$ cat config.mk
export PLATFORM = sky130hd
export DESIGN_NAME = afp_fan_loop
export DESIGN_NICKNAME = d
export VERILOG_FILES = /design/src/verilog/afp_pkg.sv /design/src/verilog/afp_fan_loop.sv
export SDC_FILE = /design/constraint.sdc
export NUM_CORES = 1
export LEC_CHECK = 0
export BUFFER_PORTS_ARGS = -buffer_cell sky130_fd_sc_hd__buf_2
export CAP_MARGIN = 20
export CORE_MARGIN = 10
export CORE_UTILIZATION = 55
export DETAILED_ROUTE_END_ITERATION = 16
export GPL_TIMING_DRIVEN = 1
export PLACE_DENSITY = 0.71
export SYNTH_ARGS = -nofsm -noshare
export SYNTH_HDL_FRONTEND = slang
export SYNTH_SLANG_ARGS = --single-unit
$ cat constraint.sdc
create_clock -name hclk -period 16.12 [get_ports hclk]
set_clock_uncertainty 0.2 [all_clocks]
set_input_delay 3.224 -clock hclk [delete_from_list [all_inputs] [get_ports hclk]]
set_output_delay 3.224 -clock hclk [all_outputs]
set_load 0.02 [all_outputs]
$ cat src/verilog/afp_pkg.sv
package afp_pkg;

    localparam int unsigned CLK_HZ = 100_000_000;

    // register indices; byte address is four times the index
    localparam logic [7:0] IDX_LOOP_CONFIG  = 8'h00;
    localparam logic [7:0] IDX_FAN_CHAR     = 8'h20;
    localparam logic [7:0] IDX_MIN_DUTY     = 8'h22;
    localparam logic [7:0] IDX_FILTER_CTRL  = 8'h23;
    localparam logic [7:0] IDX_LOCAL_THR    = 8'h24;
    localparam logic [7:0] IDX_REMOTE_THR   = 8'h25;
    localparam logic [7:0] IDX_LOOP_STATUS  = 8'h26;

    // values after reset
    localparam logic [7:0] RST_LOOP_CONFIG  = 8'h80;
    localparam logic [7:0] RST_FAN_CHAR     = 8'h1D;
    localparam logic [7:0] RST_MIN_DUTY     = 8'h05;
    localparam logic [7:0] RST_FILTER_CTRL  = 8'h10;
    localparam logic [7:0] RST_LOCAL_THR    = 8'h43;
    localparam logic [7:0] RST_REMOTE_THR   = 8'h63;

    // writable bits
    localparam logic [7:0] MASK_LOOP_CONFIG = 8'hE0;
    localparam logic [7:0] MASK_MIN_DUTY    = 8'h0F;
    localparam logic [7:0] MASK_FILTER_CTRL = 8'hFD;

    // field positions
    localparam int unsigned CFG_AUTO_BIT     = 7;
    localparam int unsigned CFG_SEL_LSB      = 5;
    localparam int unsigned CHR_SPIN_LSB     = 0;
    localparam int unsigned CHR_FREQ_LSB     = 3;
    localparam int unsigned FLT_EN_BIT       = 0;
    localparam int unsigned FLT_RATE_LSB     = 2;
    localparam int unsigned FLT_RAMP_LSB     = 5;
    localparam int unsigned FLT_SPIN_DIS_BIT = 7;
    localparam int unsigned THR_FAN_ON_TEMPERATURE_LSB     = 3;

    localparam logic [1:0] SEL_REMOTE_ONLY  = 2'h0;
    localparam logic [1:0] SEL_FASTEST      = 2'h3;
    localparam logic [2:0] SPAN_MAX_CODE    = 3'h4;
    localparam logic [2:0] RATE_REF_CODE    = 3'h4;
    localparam logic [7:0] PWM_SLOTS        = 8'hF0;
    localparam logic [7:0] DUTY_CODE_SLOTS  = 8'h10;
    localparam logic [5:0] SLOPE_SLOTS_5C   = 6'h20;
    localparam logic [5:0] SLOPE_SLOTS_80C  = 6'h02;

    // pwm frequency per code in millihertz
    typedef int unsigned afp_cyc8_t [8];
    localparam afp_cyc8_t PWM_FREQ_MHZ = '{11700, 15600, 23400, 31250,
                                           37500, 46900, 62500, 93500};

    // slot length is rounded down so the period never runs long
    function automatic afp_cyc8_t afp_slot_table();
        afp_cyc8_t t;
        for (int i = 0; i < 8; i++)
        begin
            t[i] = int'((64'(CLK_HZ) * 64'd1000) / (64'(PWM_FREQ_MHZ[i]) * 64'd240));
        end
        return t;
    endfunction
    localparam afp_cyc8_t PWM_SLOT_CYC_DEF = afp_slot_table();

    localparam int unsigned SPINUP_UNIT_MS   = 200;
    localparam int unsigned SPINUP_UNIT_CYC  = CLK_HZ / 1000 * SPINUP_UNIT_MS;
    typedef logic [5:0] afp_mult8_t [8];
    localparam afp_mult8_t SPINUP_MULT = '{6'h01, 6'h02, 6'h03, 6'h04,
                                           6'h05, 6'h0A, 6'h14, 6'h28};

    // one temperature update per second at the reference sample rate
    localparam int unsigned UPDATE_REF_S     = 1;
    localparam int unsigned UPDATE_REF_CYC   = CLK_HZ * UPDATE_REF_S;

    typedef struct packed {
        logic        hsel;
        logic [31:0] haddr;
        logic [1:0]  htrans;
        logic        hwrite;
        logic [2:0]  hsize;
        logic [31:0] hwdata;
        logic        hready;
    } afp_ahb_req_t;

    typedef struct packed {
        logic [7:0] local_temp;
        logic [7:0] remote_temp;
    } afp_temps_t;

    typedef struct packed {
        logic [7:0]  cfg;
        logic [7:0]  chr;
        logic [7:0]  mindc;
        logic [7:0]  flt;
        logic [7:0]  lthr;
        logic [7:0]  rthr;
        logic [7:0]  duty;
        logic [7:0]  target;
        logic [7:0]  applied;
        logic [15:0] slot_cyc;
        logic [7:0]  slot_idx;
        logic [31:0] tick_cnt;
        logic [31:0] spin_cnt;
        logic        pwm;
        logic        ph_valid;
        logic        ph_write;
        logic [7:0]  ph_idx;
        logic [31:0] rdata;
    } afp_state_t;

endpackage

$ cat src/verilog/afp_fan_loop.sv
// The implementer's own choice: register access over AHB-Lite.
`timescale 1ns/10ps
// Summary of operation
// - config bit 7 selects automatic control when 1, software when 0; resets to 1.
// - select 00 uses remote loop only; 11 uses larger of both loops.
// - spin-up code 000..111 gives 200ms to 8s; reset code 101.
// - pwm frequency code 000..111 gives 11.7 to 93.5 Hz; reset 011.
// - speed range code picks divisor 1, 2, 4 or 8; stored for tach.
// - four-bit minimum duty code applies at turn-on temperature; reset 0x05.
// - local turn-on temperature is code times 4 C; reset 01000.
// - local span codes 000..100 mean 5, 10, 20, 40, 80 C.
// - remote channel has its own turn-on temperature, code times 4 C.
// - remote channel has its own span with the same coding.
// - unfiltered loop applies each new duty straight away.
// - filter register bit 0 enables filtered mode.
// - pwm period is 240 slots; one slot is the smallest duty step.
// - ramp field picks step of 1, 2, 4 or 8 slots.
// - filtered step moves stored duty toward new target and keeps the result.
// - sample rate field selects 87.5 Hz to 11.2 kHz; reset 1.4 kHz.
// - updates per second are 0.0625 up to 8 over the eight codes.
// - one filter iteration per temperature update.
// - ramp codes 00, 01, 10, 11 mean 1, 2, 4, 8 slots.
// - sample rate codes double from 87.5 Hz to 11.2 kHz.
// - duty codes 0..15 map linearly to 0..100 percent.
// - duty rises linearly; full speed at turn-on plus (15-min)*span/10.
module afp_fan_loop #(
    parameter afp_pkg::afp_cyc8_t PWM_SLOT_CYC    = afp_pkg::PWM_SLOT_CYC_DEF,
    parameter int unsigned        UPDATE_REF_CYC  = afp_pkg::UPDATE_REF_CYC,
    parameter int unsigned        SPINUP_UNIT_CYC = afp_pkg::SPINUP_UNIT_CYC
) (
    input  wire logic                  hclk,
    input  wire logic                  hresetn,
    input  wire afp_pkg::afp_ahb_req_t ahb_req,
    output logic [31:0]                hrdata,
    output logic                       hreadyout,
    output logic                       hresp,
    input  wire afp_pkg::afp_temps_t   temps,
    output logic                       pwm_out
);

    ////////////////////////////////////////////////////////////////////////////

    localparam afp_pkg::afp_state_t ST_RESET = '{
        cfg      : afp_pkg::RST_LOOP_CONFIG,
        chr      : afp_pkg::RST_FAN_CHAR,
        mindc    : afp_pkg::RST_MIN_DUTY,
        flt      : afp_pkg::RST_FILTER_CTRL,
        lthr     : afp_pkg::RST_LOCAL_THR,
        rthr     : afp_pkg::RST_REMOTE_THR,
        tick_cnt : 32'(UPDATE_REF_CYC - 1),
        default  : '0
    };

    afp_pkg::afp_state_t st_q;
    afp_pkg::afp_state_t st_d;

    logic       auto_w;
    logic       filt_w;
    logic [1:0] sel_w;
    logic       tick_w;
    logic [7:0] loc_duty_w;
    logic [7:0] rem_duty_w;
    logic [7:0] target_w;
    logic [7:0] step_w;
    logic [2:0] rate_w;
    logic [31:0] period_w;

    ////////////////////////////////////////////////////////////////////////////
    // one channel's loop: linear from minimum duty at turn-on to full scale

    function automatic logic [7:0] loop_duty(
        input logic [7:0] temp,
        input logic [7:0] thr,
        input logic [3:0] minimum_duty_code
    );
        logic [7:0]  fan_on_temperature;
        logic [5:0]  slope;
        logic [13:0] lin;
        fan_on_temperature  = {1'b0, thr[7:afp_pkg::THR_FAN_ON_TEMPERATURE_LSB], 2'b00};
        // reserved span codes act as the widest span
        slope = (thr[2:0] > afp_pkg::SPAN_MAX_CODE) ? afp_pkg::SLOPE_SLOTS_80C
              : 6'(afp_pkg::SLOPE_SLOTS_5C >> thr[2:0]);
        // 16 slots per duty code, 10 codes per span: 160 slots per span
        lin   = 14'(minimum_duty_code) * 14'(afp_pkg::DUTY_CODE_SLOTS)
              + 14'(8'(temp - fan_on_temperature)) * 14'(slope);
        if (temp < fan_on_temperature)
        begin
            lin = 14'h0000;
        end
        if (lin > 14'(afp_pkg::PWM_SLOTS))
        begin
            lin = 14'(afp_pkg::PWM_SLOTS);
        end
        return lin[7:0];
    endfunction

    ////////////////////////////////////////////////////////////////////////////

    assign auto_w     = st_q.cfg[afp_pkg::CFG_AUTO_BIT];
    assign sel_w      = st_q.cfg[afp_pkg::CFG_SEL_LSB +: 2];
    assign filt_w     = st_q.flt[afp_pkg::FLT_EN_BIT];
    assign rate_w     = st_q.flt[afp_pkg::FLT_RATE_LSB +: 3];
    assign step_w     = 8'(8'h01 << st_q.flt[afp_pkg::FLT_RAMP_LSB +: 2]);
    assign loc_duty_w = loop_duty(temps.local_temp, st_q.lthr, st_q.mindc[3:0]);
    assign rem_duty_w = loop_duty(temps.remote_temp, st_q.rthr, st_q.mindc[3:0]);
    // 01 and 10 are not defined; they behave as remote only
    assign target_w   = (sel_w == afp_pkg::SEL_FASTEST && loc_duty_w > rem_duty_w)
                      ? loc_duty_w : rem_duty_w;
    // update period halves for each sample rate code above the reference
    assign period_w   = (rate_w < afp_pkg::RATE_REF_CODE)
                      ? 32'(UPDATE_REF_CYC << (afp_pkg::RATE_REF_CODE - rate_w))
                      : 32'(UPDATE_REF_CYC >> (rate_w - afp_pkg::RATE_REF_CODE));
    assign tick_w     = (st_q.tick_cnt == 32'h0000_0000);

    assign hrdata     = st_q.rdata;
    assign hreadyout  = 1'b1;
    assign hresp      = 1'b0;
    assign pwm_out    = st_q.pwm;

    ////////////////////////////////////////////////////////////////////////////

    always_comb
    begin
        logic [8:0]  up_sum;
        logic [7:0]  wdat;
        logic        accept;
        logic [7:0]  rd_byte;
        up_sum  = 9'(st_q.duty) + 9'(step_w);
        wdat    = st_q.ph_write ? ahb_req.hwdata[7:0] : 8'h00;
        accept  = ahb_req.hsel && ahb_req.htrans[1] && ahb_req.hready;
        rd_byte = 8'h00;
        st_d    = st_q;

        // bus data phase: writes land here
        if (st_q.ph_valid && st_q.ph_write)
        begin
            case (st_q.ph_idx)
                afp_pkg::IDX_LOOP_CONFIG:
                    st_d.cfg   = wdat & afp_pkg::MASK_LOOP_CONFIG;
                afp_pkg::IDX_FAN_CHAR:
                    st_d.chr   = wdat;
                afp_pkg::IDX_MIN_DUTY:
                    st_d.mindc = wdat & afp_pkg::MASK_MIN_DUTY;
                afp_pkg::IDX_FILTER_CTRL:
                    st_d.flt   = wdat & afp_pkg::MASK_FILTER_CTRL;
                afp_pkg::IDX_LOCAL_THR:
                    st_d.lthr  = wdat;
                afp_pkg::IDX_REMOTE_THR:
                    st_d.rthr  = wdat;
                default:
                    st_d.cfg   = st_q.cfg;
            endcase
        end

        // bus address phase; reads see a write landing in the same cycle
        st_d.ph_valid = accept;
        st_d.ph_write = accept && ahb_req.hwrite && (ahb_req.hsize == 3'h2)
                        && (ahb_req.haddr[31:10] == 22'h00_0000);
        st_d.ph_idx   = ahb_req.haddr[9:2];
        case (ahb_req.haddr[9:2])
            afp_pkg::IDX_LOOP_CONFIG: rd_byte = st_d.cfg;
            afp_pkg::IDX_FAN_CHAR:    rd_byte = st_d.chr;
            afp_pkg::IDX_MIN_DUTY:    rd_byte = st_d.mindc;
            afp_pkg::IDX_FILTER_CTRL: rd_byte = st_d.flt;
            afp_pkg::IDX_LOCAL_THR:   rd_byte = st_d.lthr;
            afp_pkg::IDX_REMOTE_THR:  rd_byte = st_d.rthr;
            default:                  rd_byte = 8'h00;
        endcase
        if (accept && !ahb_req.hwrite)
        begin
            if (ahb_req.haddr[31:10] != 22'h00_0000)
            begin
                st_d.rdata = 32'h0000_0000;
            end
            else if (ahb_req.haddr[9:2] == afp_pkg::IDX_LOOP_STATUS)
            begin
                st_d.rdata = {8'h00, st_q.target, st_q.applied, st_q.duty};
            end
            else
            begin
                st_d.rdata = {24'h00_0000, rd_byte};
            end
        end

        // temperature update timer
        st_d.tick_cnt = tick_w ? 32'(period_w - 32'h1) : 32'(st_q.tick_cnt - 32'h1);

        // duty loop runs once per update, only under automatic control
        if (tick_w && auto_w)
        begin
            st_d.target = target_w;
            if (!filt_w)
            begin
                st_d.duty = target_w;
            end
            else if (target_w > st_q.duty)
            begin
                st_d.duty = (up_sum > 9'(target_w)) ? target_w : up_sum[7:0];
            end
            else if (target_w < st_q.duty)
            begin
                st_d.duty = (st_q.duty < step_w || 8'(st_q.duty - step_w) < target_w)
                          ? target_w : 8'(st_q.duty - step_w);
            end
        end

        // full drive for the spin-up time when the fan starts from stop
        if (st_q.duty == 8'h00 && st_d.duty != 8'h00 && !st_q.flt[afp_pkg::FLT_SPIN_DIS_BIT])
        begin
            st_d.spin_cnt = 32'(spinup_mult(st_q.chr[2:0])) * 32'(SPINUP_UNIT_CYC);
        end
        else if (st_q.spin_cnt != 32'h0000_0000)
        begin
            st_d.spin_cnt = 32'(st_q.spin_cnt - 32'h1);
        end

        // pwm: 240 slots a period; duty is latched at the period start to avoid runt pulses
        if (st_q.slot_cyc == 16'h0000)
        begin
            st_d.slot_cyc = 16'(PWM_SLOT_CYC[st_q.chr[afp_pkg::CHR_FREQ_LSB +: 3]] - 1);
            if (st_q.slot_idx >= 8'(afp_pkg::PWM_SLOTS - 8'h01))
            begin
                st_d.slot_idx = 8'h00;
                st_d.applied  = (st_q.spin_cnt != 32'h0000_0000) ? afp_pkg::PWM_SLOTS
                              : st_q.duty;
            end
            else
            begin
                st_d.slot_idx = 8'(st_q.slot_idx + 8'h01);
            end
        end
        else
        begin
            st_d.slot_cyc = 16'(st_q.slot_cyc - 16'h0001);
        end
        st_d.pwm = (st_q.slot_idx < st_q.applied);
    end

    function automatic logic [5:0] spinup_mult(input logic [2:0] code);
        return afp_pkg::SPINUP_MULT[code];
    endfunction

    always_ff @(posedge hclk or negedge hresetn)
    begin
        if (!hresetn)
        begin
            st_q <= ST_RESET;
        end
        else
        begin
            st_q <= st_d;
        end
    end
endmodule

==> Word level (Yosys, flattened, before mapping) <==
Memories as Yosys holds them, arrays and structs flattened.
Index checks and enable logic that the tools add are counted.
{ "word_totals": {"register_bits": 203, "mem_bits_ro": 304, "inputBits": 90, "output_inout_bits": 35, "elab_cells": 134, "memories": 2} }
{ "mem_list": {"columns": ["name", "depth", "word_bits", "read_ports", "rd_ports_with_merged_regs", "wr", "line", "source"], "rows": [
  ["(no name shown)", 8, 32, 1, 0, 0, "afp_fan_loop.sv:220", "st_d.slot_cyc = 16'(PWM_SLOT_CYC[st_q.chr[afp_pkg::CHR_FREQ_LSB +: 3]] - 1);"],
  ["(no name shown)", 8, 6, 1, 0, 0, "afp_fan_loop.sv:240", "return afp_pkg::SPINUP_MULT[code];"]
]} }
{ "classes": {"addsub": 14, "mul": 3, "order_cmp": 17, "n_eq_ne": 13, "shift": 5, "muxes": 35, "bitwise": 2, "n_reduce_logical": 25} }
{ "ops": {"columns": ["operator", "n"], "rows": [
  ["$mux W8", 17],
  ["$mux W32", 4],
  ["$sub A32 B1 Y32 const B", 3],
  ["$eq A8 B6 Y1 const B", 11],
  ["$mux W16", 4],
  ["$mux W24", 2],
  ["$mux W48", 1],
  ["$pmux W8 S6", 1],
  ["$logic_not A32 Y1", 1],
  ["$lt A8 B8 Y1", 4],
  ["$reduce_bool A32 Y1", 1],
  ["$shl A27 B3 Y32 const A", 1],
  ["$shr A27 B3 Y32 const A", 1],
  ["$sub A16 B1 Y16 const B", 2],
  ["$add A8 B14 Y14", 2],
  ["$gt A14 B8 Y1 const B", 2],
  ["$mul A8 B6 Y14", 2],
  ["$mux W14", 2],
  ["$logic_not A8 Y1", 3],
  ["$mux W6", 4],
  ["$mul A6 B17 Y23 const B", 1],
  ["$logic_not A22 Y1", 1],
  ["$reduce_bool A22 Y1", 1],
  ["$gt A8 B8 Y1", 2],
  ["other kinds (24)", 41]
]} }

==> Depth between registers and ports, before layout <==
Gate-level depths: netlist of run 1.
{ "depth": {"word_depth": 21, "depth_mapped": 55, "ltp_nobuf": 51} }

==> Least setup slack after synthesis of run 1 <==
OpenSTA, ideal clock, no wires.
{ "synth_path": {"path_type": "in2reg", "from": "input temps[10] (netlist name)", "to": "register st_q[55] (netlist name)", "arrival_time_ns": 13.869, "required_ns": 15.795, "path_slack_ns": 1.926, "cell_stages": 48, "path_buffers": 4, "path_cell_list": "inv_1 > ha_1 > inv_1 > fa_1 > a21o_1 > a21oi_1 > xnor2_1 > nor2_1 > fa_1 > fa_1 > fa_1 > inv_1 > fa_1 > inv_1 > ha_1 > clkbuf_1 > a31o_1 > or3_1 > [12 not listed] > buf_6 > a21oi_1 > ha_1 > and3_1 > and4_1 > a21oi_1 > nor3b_1 > nor4_2 > a21bo_2 > a31oi_4 > or2_1 > buf_6 > o311ai_1 > or4_4 > nor4_4 > a21oi_2 > buf_6 > mux2_4"} }
{ "synth_lines": {"columns": ["item", "line", "source"], "rows": [
  ["start, declared", "afp_fan_loop.sv:37", "input wire afp_pkg::afp_temps_t temps,"],
  ["end signal, assigned", "afp_fan_loop.sv:251", "st_q <= st_d;"],
  ["end, declared", "afp_fan_loop.sv:54", "afp_pkg::afp_state_t st_q;"]
]} }

==> metrics.txt, run 1 <==
kind of critical path in -> reg; Critical Path Sink Type flop; max incr delay on CP 0.57 ns; io pins 125; Std-Cell Rows 63; Min-Delay Path Class reg -> reg; setup_tns 0 ns; Clock transition at path regs 0.08 ns; Post-synth EDFFs 0; Max Freq 0.06551 GHz; Slew Limit Fails 0; synth unique cells 87; area delta synth->final 7.965%; global-route wire length before repair 67,980 um; Hold Startpoint st_q[186]; Seq/Total Area, Yosys 29.90%; Initial DRT Pass Iterations 6; DR vias/cell approximately 5.7; asr flop ratio synth 100.0%; Period Utilization, post-route 94.69%; CTS Hold Buffers Added 0; Hold EP st_q[186]; pin count of the biggest net entering global routing 87; DRC 0; Core Util, Final 60.13%; worst flop-to-flop path startpoint st_q[158]; WL final 39,940 um; Ant. Diodes 0; Startpoint Class input port; initial antenna violation count 0; share of layout cells above drive strength 1 about 11%; r2r setup slk 3.33 ns; Die Height between 150 and 200 um; Least-Margin Pin Slew 1.080 ns; Slew headroom 28.03%; status finished clean; RSZ-0062 raised after global routing no; H-tree levels 4; Iter 0 DRT Violations 897; total grt overflow 0; DR WL/cell 17.19 um; minimum clock period 15.26 ns; Die Span X 193.0 um; Routed Antenna Nets 0; clock root buffer clkbuf_16; vias in the first global route about 14,000; FF-to-FF path depth 44; Syn. warnings 0; max-cap violations 0; CTS buffer count 17; Total Routing Usage GR 22.30%; nets@finish 2,244; Pwr Density 93.77 nW/um2; die area approximately 37,000 um2; DP HPWL about 32,000 um; #FFs+latches synth between 150 and 200; Netlist Area Pre-Place around 16,000 um2; Port Buffers 87; Hold Vio Cnt, Final 0; Cells after Synth 1,857; core area slightly below 30,000 um2; CTS tree built; DR vias around 13,000; Peak VDD IR 0.05880 mV; GP Congestion ~0.95; Leak Pwr 8.468 nW; R2R Path End st_q[44]; Crit Path Max Fanout 16; Synth Flop Type dfrtp_1; Initial Util between 50% and 60%; synthesized area per cell 8.865 um2; total clock sinks 195; Worst Hold Path Cells 1; Final Hold Slack 0.2836 ns; CTS max path bufs 2; crit path DAT 15.42 ns; final setup vio count 0; WP data required 16.27 ns; Clock Latency Late Sink 0.45 ns; slowest CP cell or4_4
final cells by class:
cell class	instances	area [um2]
Clock buffer	18	439.2
Clock inverter	14	176.4
Fill cell	2619	11790
Inverter	184	690.7
Multi-Input combinational cell	1416	10470
Sequential cell	195	4922
Tap cell	390	488.0
Timing Repair Buffer	106	586.8
worst max-delay path by stage:
stage / from / slack [ns] / endpoint / cells after the start
after floorplan: temps[10] / 1.93 / st_q[55] / 48
after global placement: temps[10] / 0.50 / st_q[72] / 47
after detailed placement: temps[10] / 0.27 / st_q[72] / 47
after CTS: temps[10] / 0.69 / st_q[72] / 47
after global routing: temps[2] / 0.09 / st_q[44] / 45
final: temps[10] / 0.86 / st_q[44] / 47
cell families after synthesis:
group	after synthesis	share of synthesized area, %
other	2	0.04562
xor gates and xnor gates	113	6.012
AOI/OAI and AO/OA	395	15.73
muxes	29	1.862
and+or+nand+nor	617	18.40
DFF	195	29.90
adders and majority gates	234	20.89
buffers and inverters	272	7.167
metal layers:
layer  GRT usage, %  wire length [um]  vias up
met4          8.018              1090        0
met5              0                 0        -
met1          28.45             17630     6438
met3          2.662              1581       58
li1               -                 -     6527
met2          38.30             19640      324
stage by stage:
stage	std cells	instance area, um2	power (mW)	setup WS (ns)
after CTS	2323	17770	1.664	0.6878
after global placement	2291	17150	1.208	0.5046
after floorplan	1883	16560	1.050	1.926
after detailed placement	2291	17150	1.227	0.2702
final	2323	17770	1.667	0.8555
after global routing	2323	17770	1.784	0.09026
what timing repair did:
item / in CTS / in global routing
hold endpoints to repair: 0 / 0
buffers inserted: 0 / 0
gates resized for setup: 0 / 1
endpoints found under the setup margin: 0 / 14
synthesized netlist by cell type (24+ instances only):
cell type | number | share of area [%]
nand2b_1 | 24 | 0.91
dfstp_2 | 34 | 5.4
nor3_1 | 39 | 1.2
nand2_1 | 154 | 3.5
inv_1 | 183 | 4.2
nand3_1 | 56 | 1.7
ha_1 | 166 | 13
nor2_1 | 166 | 3.8
fa_1 | 68 | 8.3
and3_1 | 30 | 1.1
a21oi_1 | 94 | 2.9
clkbuf_1 | 47 | 1.1
nor4_1 | 30 | 1.1
dfrtp_1 | 161 | 24
xnor2_1 | 68 | 3.6
and2_1 | 24 | 0.91
o21ai_0 | 122 | 3.7
buf_4 | 34 | 1.6
xor2_1 | 45 | 2.4
report_power, final:
part	internal [mW]	switching, mW
combinational	0.263	0.438
clock	0.216	0.219
sequential	0.503	0.0268
total	0.982	0.684
state kept, by name (all words and copies together) (netlist names):
signal / count
rate_w: 3
filt_w: 1
auto_w: 1
st_q: 163
sel_w: 2
hrdata: 24
pwm_out: 1
placed cells by master (no fill, tap or decap), drive strengths merged, types with 39 or more instances in the layout:
cell type / instances
nor2: 166
ha: 166
o21ai: 123
a21oi: 95
nand3: 56
fa: 68
nor3: 39
xnor2: 68
inv: 190
xor2: 45
buf: 105
dfrtp: 161
nand2: 154
critical path, delay by kind of cell:
kind                       cells  cell delay (ns)
AOI/OAI and AO/OA             18             4.43
and+or+nand+nor               12             3.41
adders and majority gates      9             3.35
xor gates and xnor gates       1             0.25
buffers and inverters          7             0.72
No activity file was read; power rests on OpenSTA's default activity.
==> run 2: changes to the inputs <==
--- a/config.mk
+++ b/config.mk
@@ -12,6 +12,7 @@
 export DETAILED_ROUTE_END_ITERATION = 16
 export GPL_TIMING_DRIVEN = 1
 export PLACE_DENSITY = 0.71
+export REMOVE_ABC_BUFFERS = 1
 export SYNTH_ARGS = -nofsm -noshare
 export SYNTH_HDL_FRONTEND = slang
 export SYNTH_SLANG_ARGS = --single-unit
==> metrics.txt, run 2 (synthesis results as in run 1) <==
DR vias 13,410 (+0.50%); Hold Vio Cnt, Final 0 (unchanged); Clk pwr share 25.2% (-0.9 points); Comb power frac 42.7% (+0.6 points); Leak Pwr 8.465 nW (about the same); H-tree levels 4 (unchanged); die area 37,250 um2 (unchanged); most common cell after layout, fill and taps aside inv_1; nets@finish 2,246 (+0.089%); Initial DRT Pass Iterations 5 (-1); pin count of the biggest net entering global routing 81 (-6.9%); Net Sw Frac 40.87% (-0.18 points); most frequent cells in the layout 183 x inv_1, 166 x nor2_1, 166 x ha_1; setup bufs post-CTS 0 (unchanged); Pint 979.5 uW (-0.30%); Slew headroom 26.32% (-1.7 points); Initial Util 55.69% (unchanged); share of layout cells above drive strength 1 10.70% (-0.011 points); final setup vio count 0 (unchanged); DR WL/cell 17.41 um (+1.3%); largest reg by FF count st_q; total clock sinks 195 (unchanged); initial antenna violation count 0 (unchanged); area delta synth->final 7.821%; max reg flops 163 (unchanged); max incr delay on CP 0.59 ns (+0.02 ns); Crit Path Max Fanout 18 (+2); io pins 125 (unchanged); status finished clean; Iter 0 DRT Violations 872 (-2.8%); final-layout fill cell count 2,619 (unchanged); Core Util, Final 60.05% (-0.080 points); DR vias/cell 5.769 (+0.42%); Routed Antenna Nets 0 (unchanged); Critical Path Sink Type flop; Die Height 193.0 um (unchanged); Seq pwr share 32.1% (+0.3 points); clock root buffer clkbuf_16; Pwr Density 93.33 nW/um2 (-0.47%); Startpoint Class input port; setup_tns 0 ns (unchanged); Ant. Diodes 0 (unchanged); DRC 0 (unchanged); RSZ-0062 raised after global routing no; DP HPWL 32,020 um (+1.2%); CTS Hold Buffers Added 0 (unchanged); CTS buffer count 17 (unchanged); Max Freq 0.06545 GHz (-0.10%); slowest CP cell fa_1; Least-Margin Pin Slew 1.094 ns (+0.01402 ns); total grt overflow 0 (unchanged); Slew Limit Fails 0 (unchanged); CTS max path bufs 2 (unchanged); WP data required 16.21 ns (-0.06 ns); FF-to-FF path depth 46 (+4.5%); kind of critical path in -> reg; CP Depth 48 (+2.1%); GP Congestion 0.9521 (+0.21%); Min-Delay Path Class reg -> reg; Peak VDD IR 0.08533 mV (+45%); core area 29,560 um2 (unchanged); Buf/Inv on CP 8 (+1); Std-Cell Rows 63 (unchanged); Period Utilization, post-route 94.79% (+0.095 points); minimum clock period 15.28 ns (+0.01531 ns); CTS tree built; Port Buffers 87 (unchanged); Die Span X 193.0 um (unchanged); CP top delay family compound AO/OA/AOI/OAI gates; Worst Hold Path Cells 1 (unchanged); Clock transition at path regs 0.08 ns (about the same); Total Routing Usage GR 22.49% (+0.19 points); vias in the first global route 13,570 (-1.2%); Psw 677.1 uW (-1.0%); cts repair resizes 0 (unchanged); r2r setup slk 3.40 ns (+0.07 ns); crit path DAT 15.37 ns (-0.05 ns); WL final 40,480 um (+1.4%); Clock Latency Late Sink 0.45 ns (about the same); area of the multi-input gates 10,470 um2 (unchanged); Reg area 4922 um2 (unchanged); global-route wire length before repair 68,150 um (+0.25%); max-cap violations 0 (unchanged)
==> run 2: worst paths after layout <==
path / from / endpoint
max: temps[10] / st_q[68]
min: st_q[115] / st_q[115]
max reg2reg: st_q[166] / st_q[68]
min reg2reg: st_q[115] / st_q[115]
max in group asynchronous: hresetn / st_q[62]
min in group asynchronous: hresetn / st_q[116]
==> run 2: layout make-up <==
type                    count  area share [%]
clock buffers              19           2.439
clock inverters            13          0.7684
inverters                 184           3.891
multi-input cells        1416           58.99
flip-flops and latches    195           27.73
well taps                 390           2.749
repair buffers            108           3.433
==> run 2: metal layers <==
layer	wire length [um]	global-route usage [%]	share of wire, %	vias up
met2	19200	37.52	47	335
met3	2071	3.219	5.1	56
met1	18470	30.17	46	6490
li1	-	-	-	6533
met4	745	5.858	1.8	0
met5	0	0	0	-
==> run 2: power by group through the flow <==
| stage | combinational [mW] | clock (mW) | sequential (mW) |
|---|---|---|---|
| after floorplan | 0.500 | 0 | 0.527 |
| after global placement | 0.678 | 0 | 0.540 |
| after detailed placement | 0.692 | 0 | 0.540 |
| after CTS | 0.696 | 0.426 | 0.530 |
| after global routing | 0.796 | 0.445 | 0.533 |
| final | 0.707 | 0.418 | 0.531 |
==> run 2: metrics by stage <==
| stage | std cells | setup WS, ns | power [mW] | area, um2 | hold slack (ns) |
|---|---|---|---|---|---|
| floorplan | 1795 | 1.564 | 1.027 | 16070 | 0.2286 |
| global placement | 2292 | 0.7085 | 1.218 | 17170 | 0.2566 |
| detailed placement | 2292 | 0.5283 | 1.232 | 17170 | 0.2579 |
| CTS | 2324 | 0.9375 | 1.651 | 17730 | 0.2754 |
| global route | 2325 | 0.06015 | 1.774 | 17750 | 0.2961 |
| finish | 2325 | 0.8402 | 1.657 | 17750 | 0.2746 |
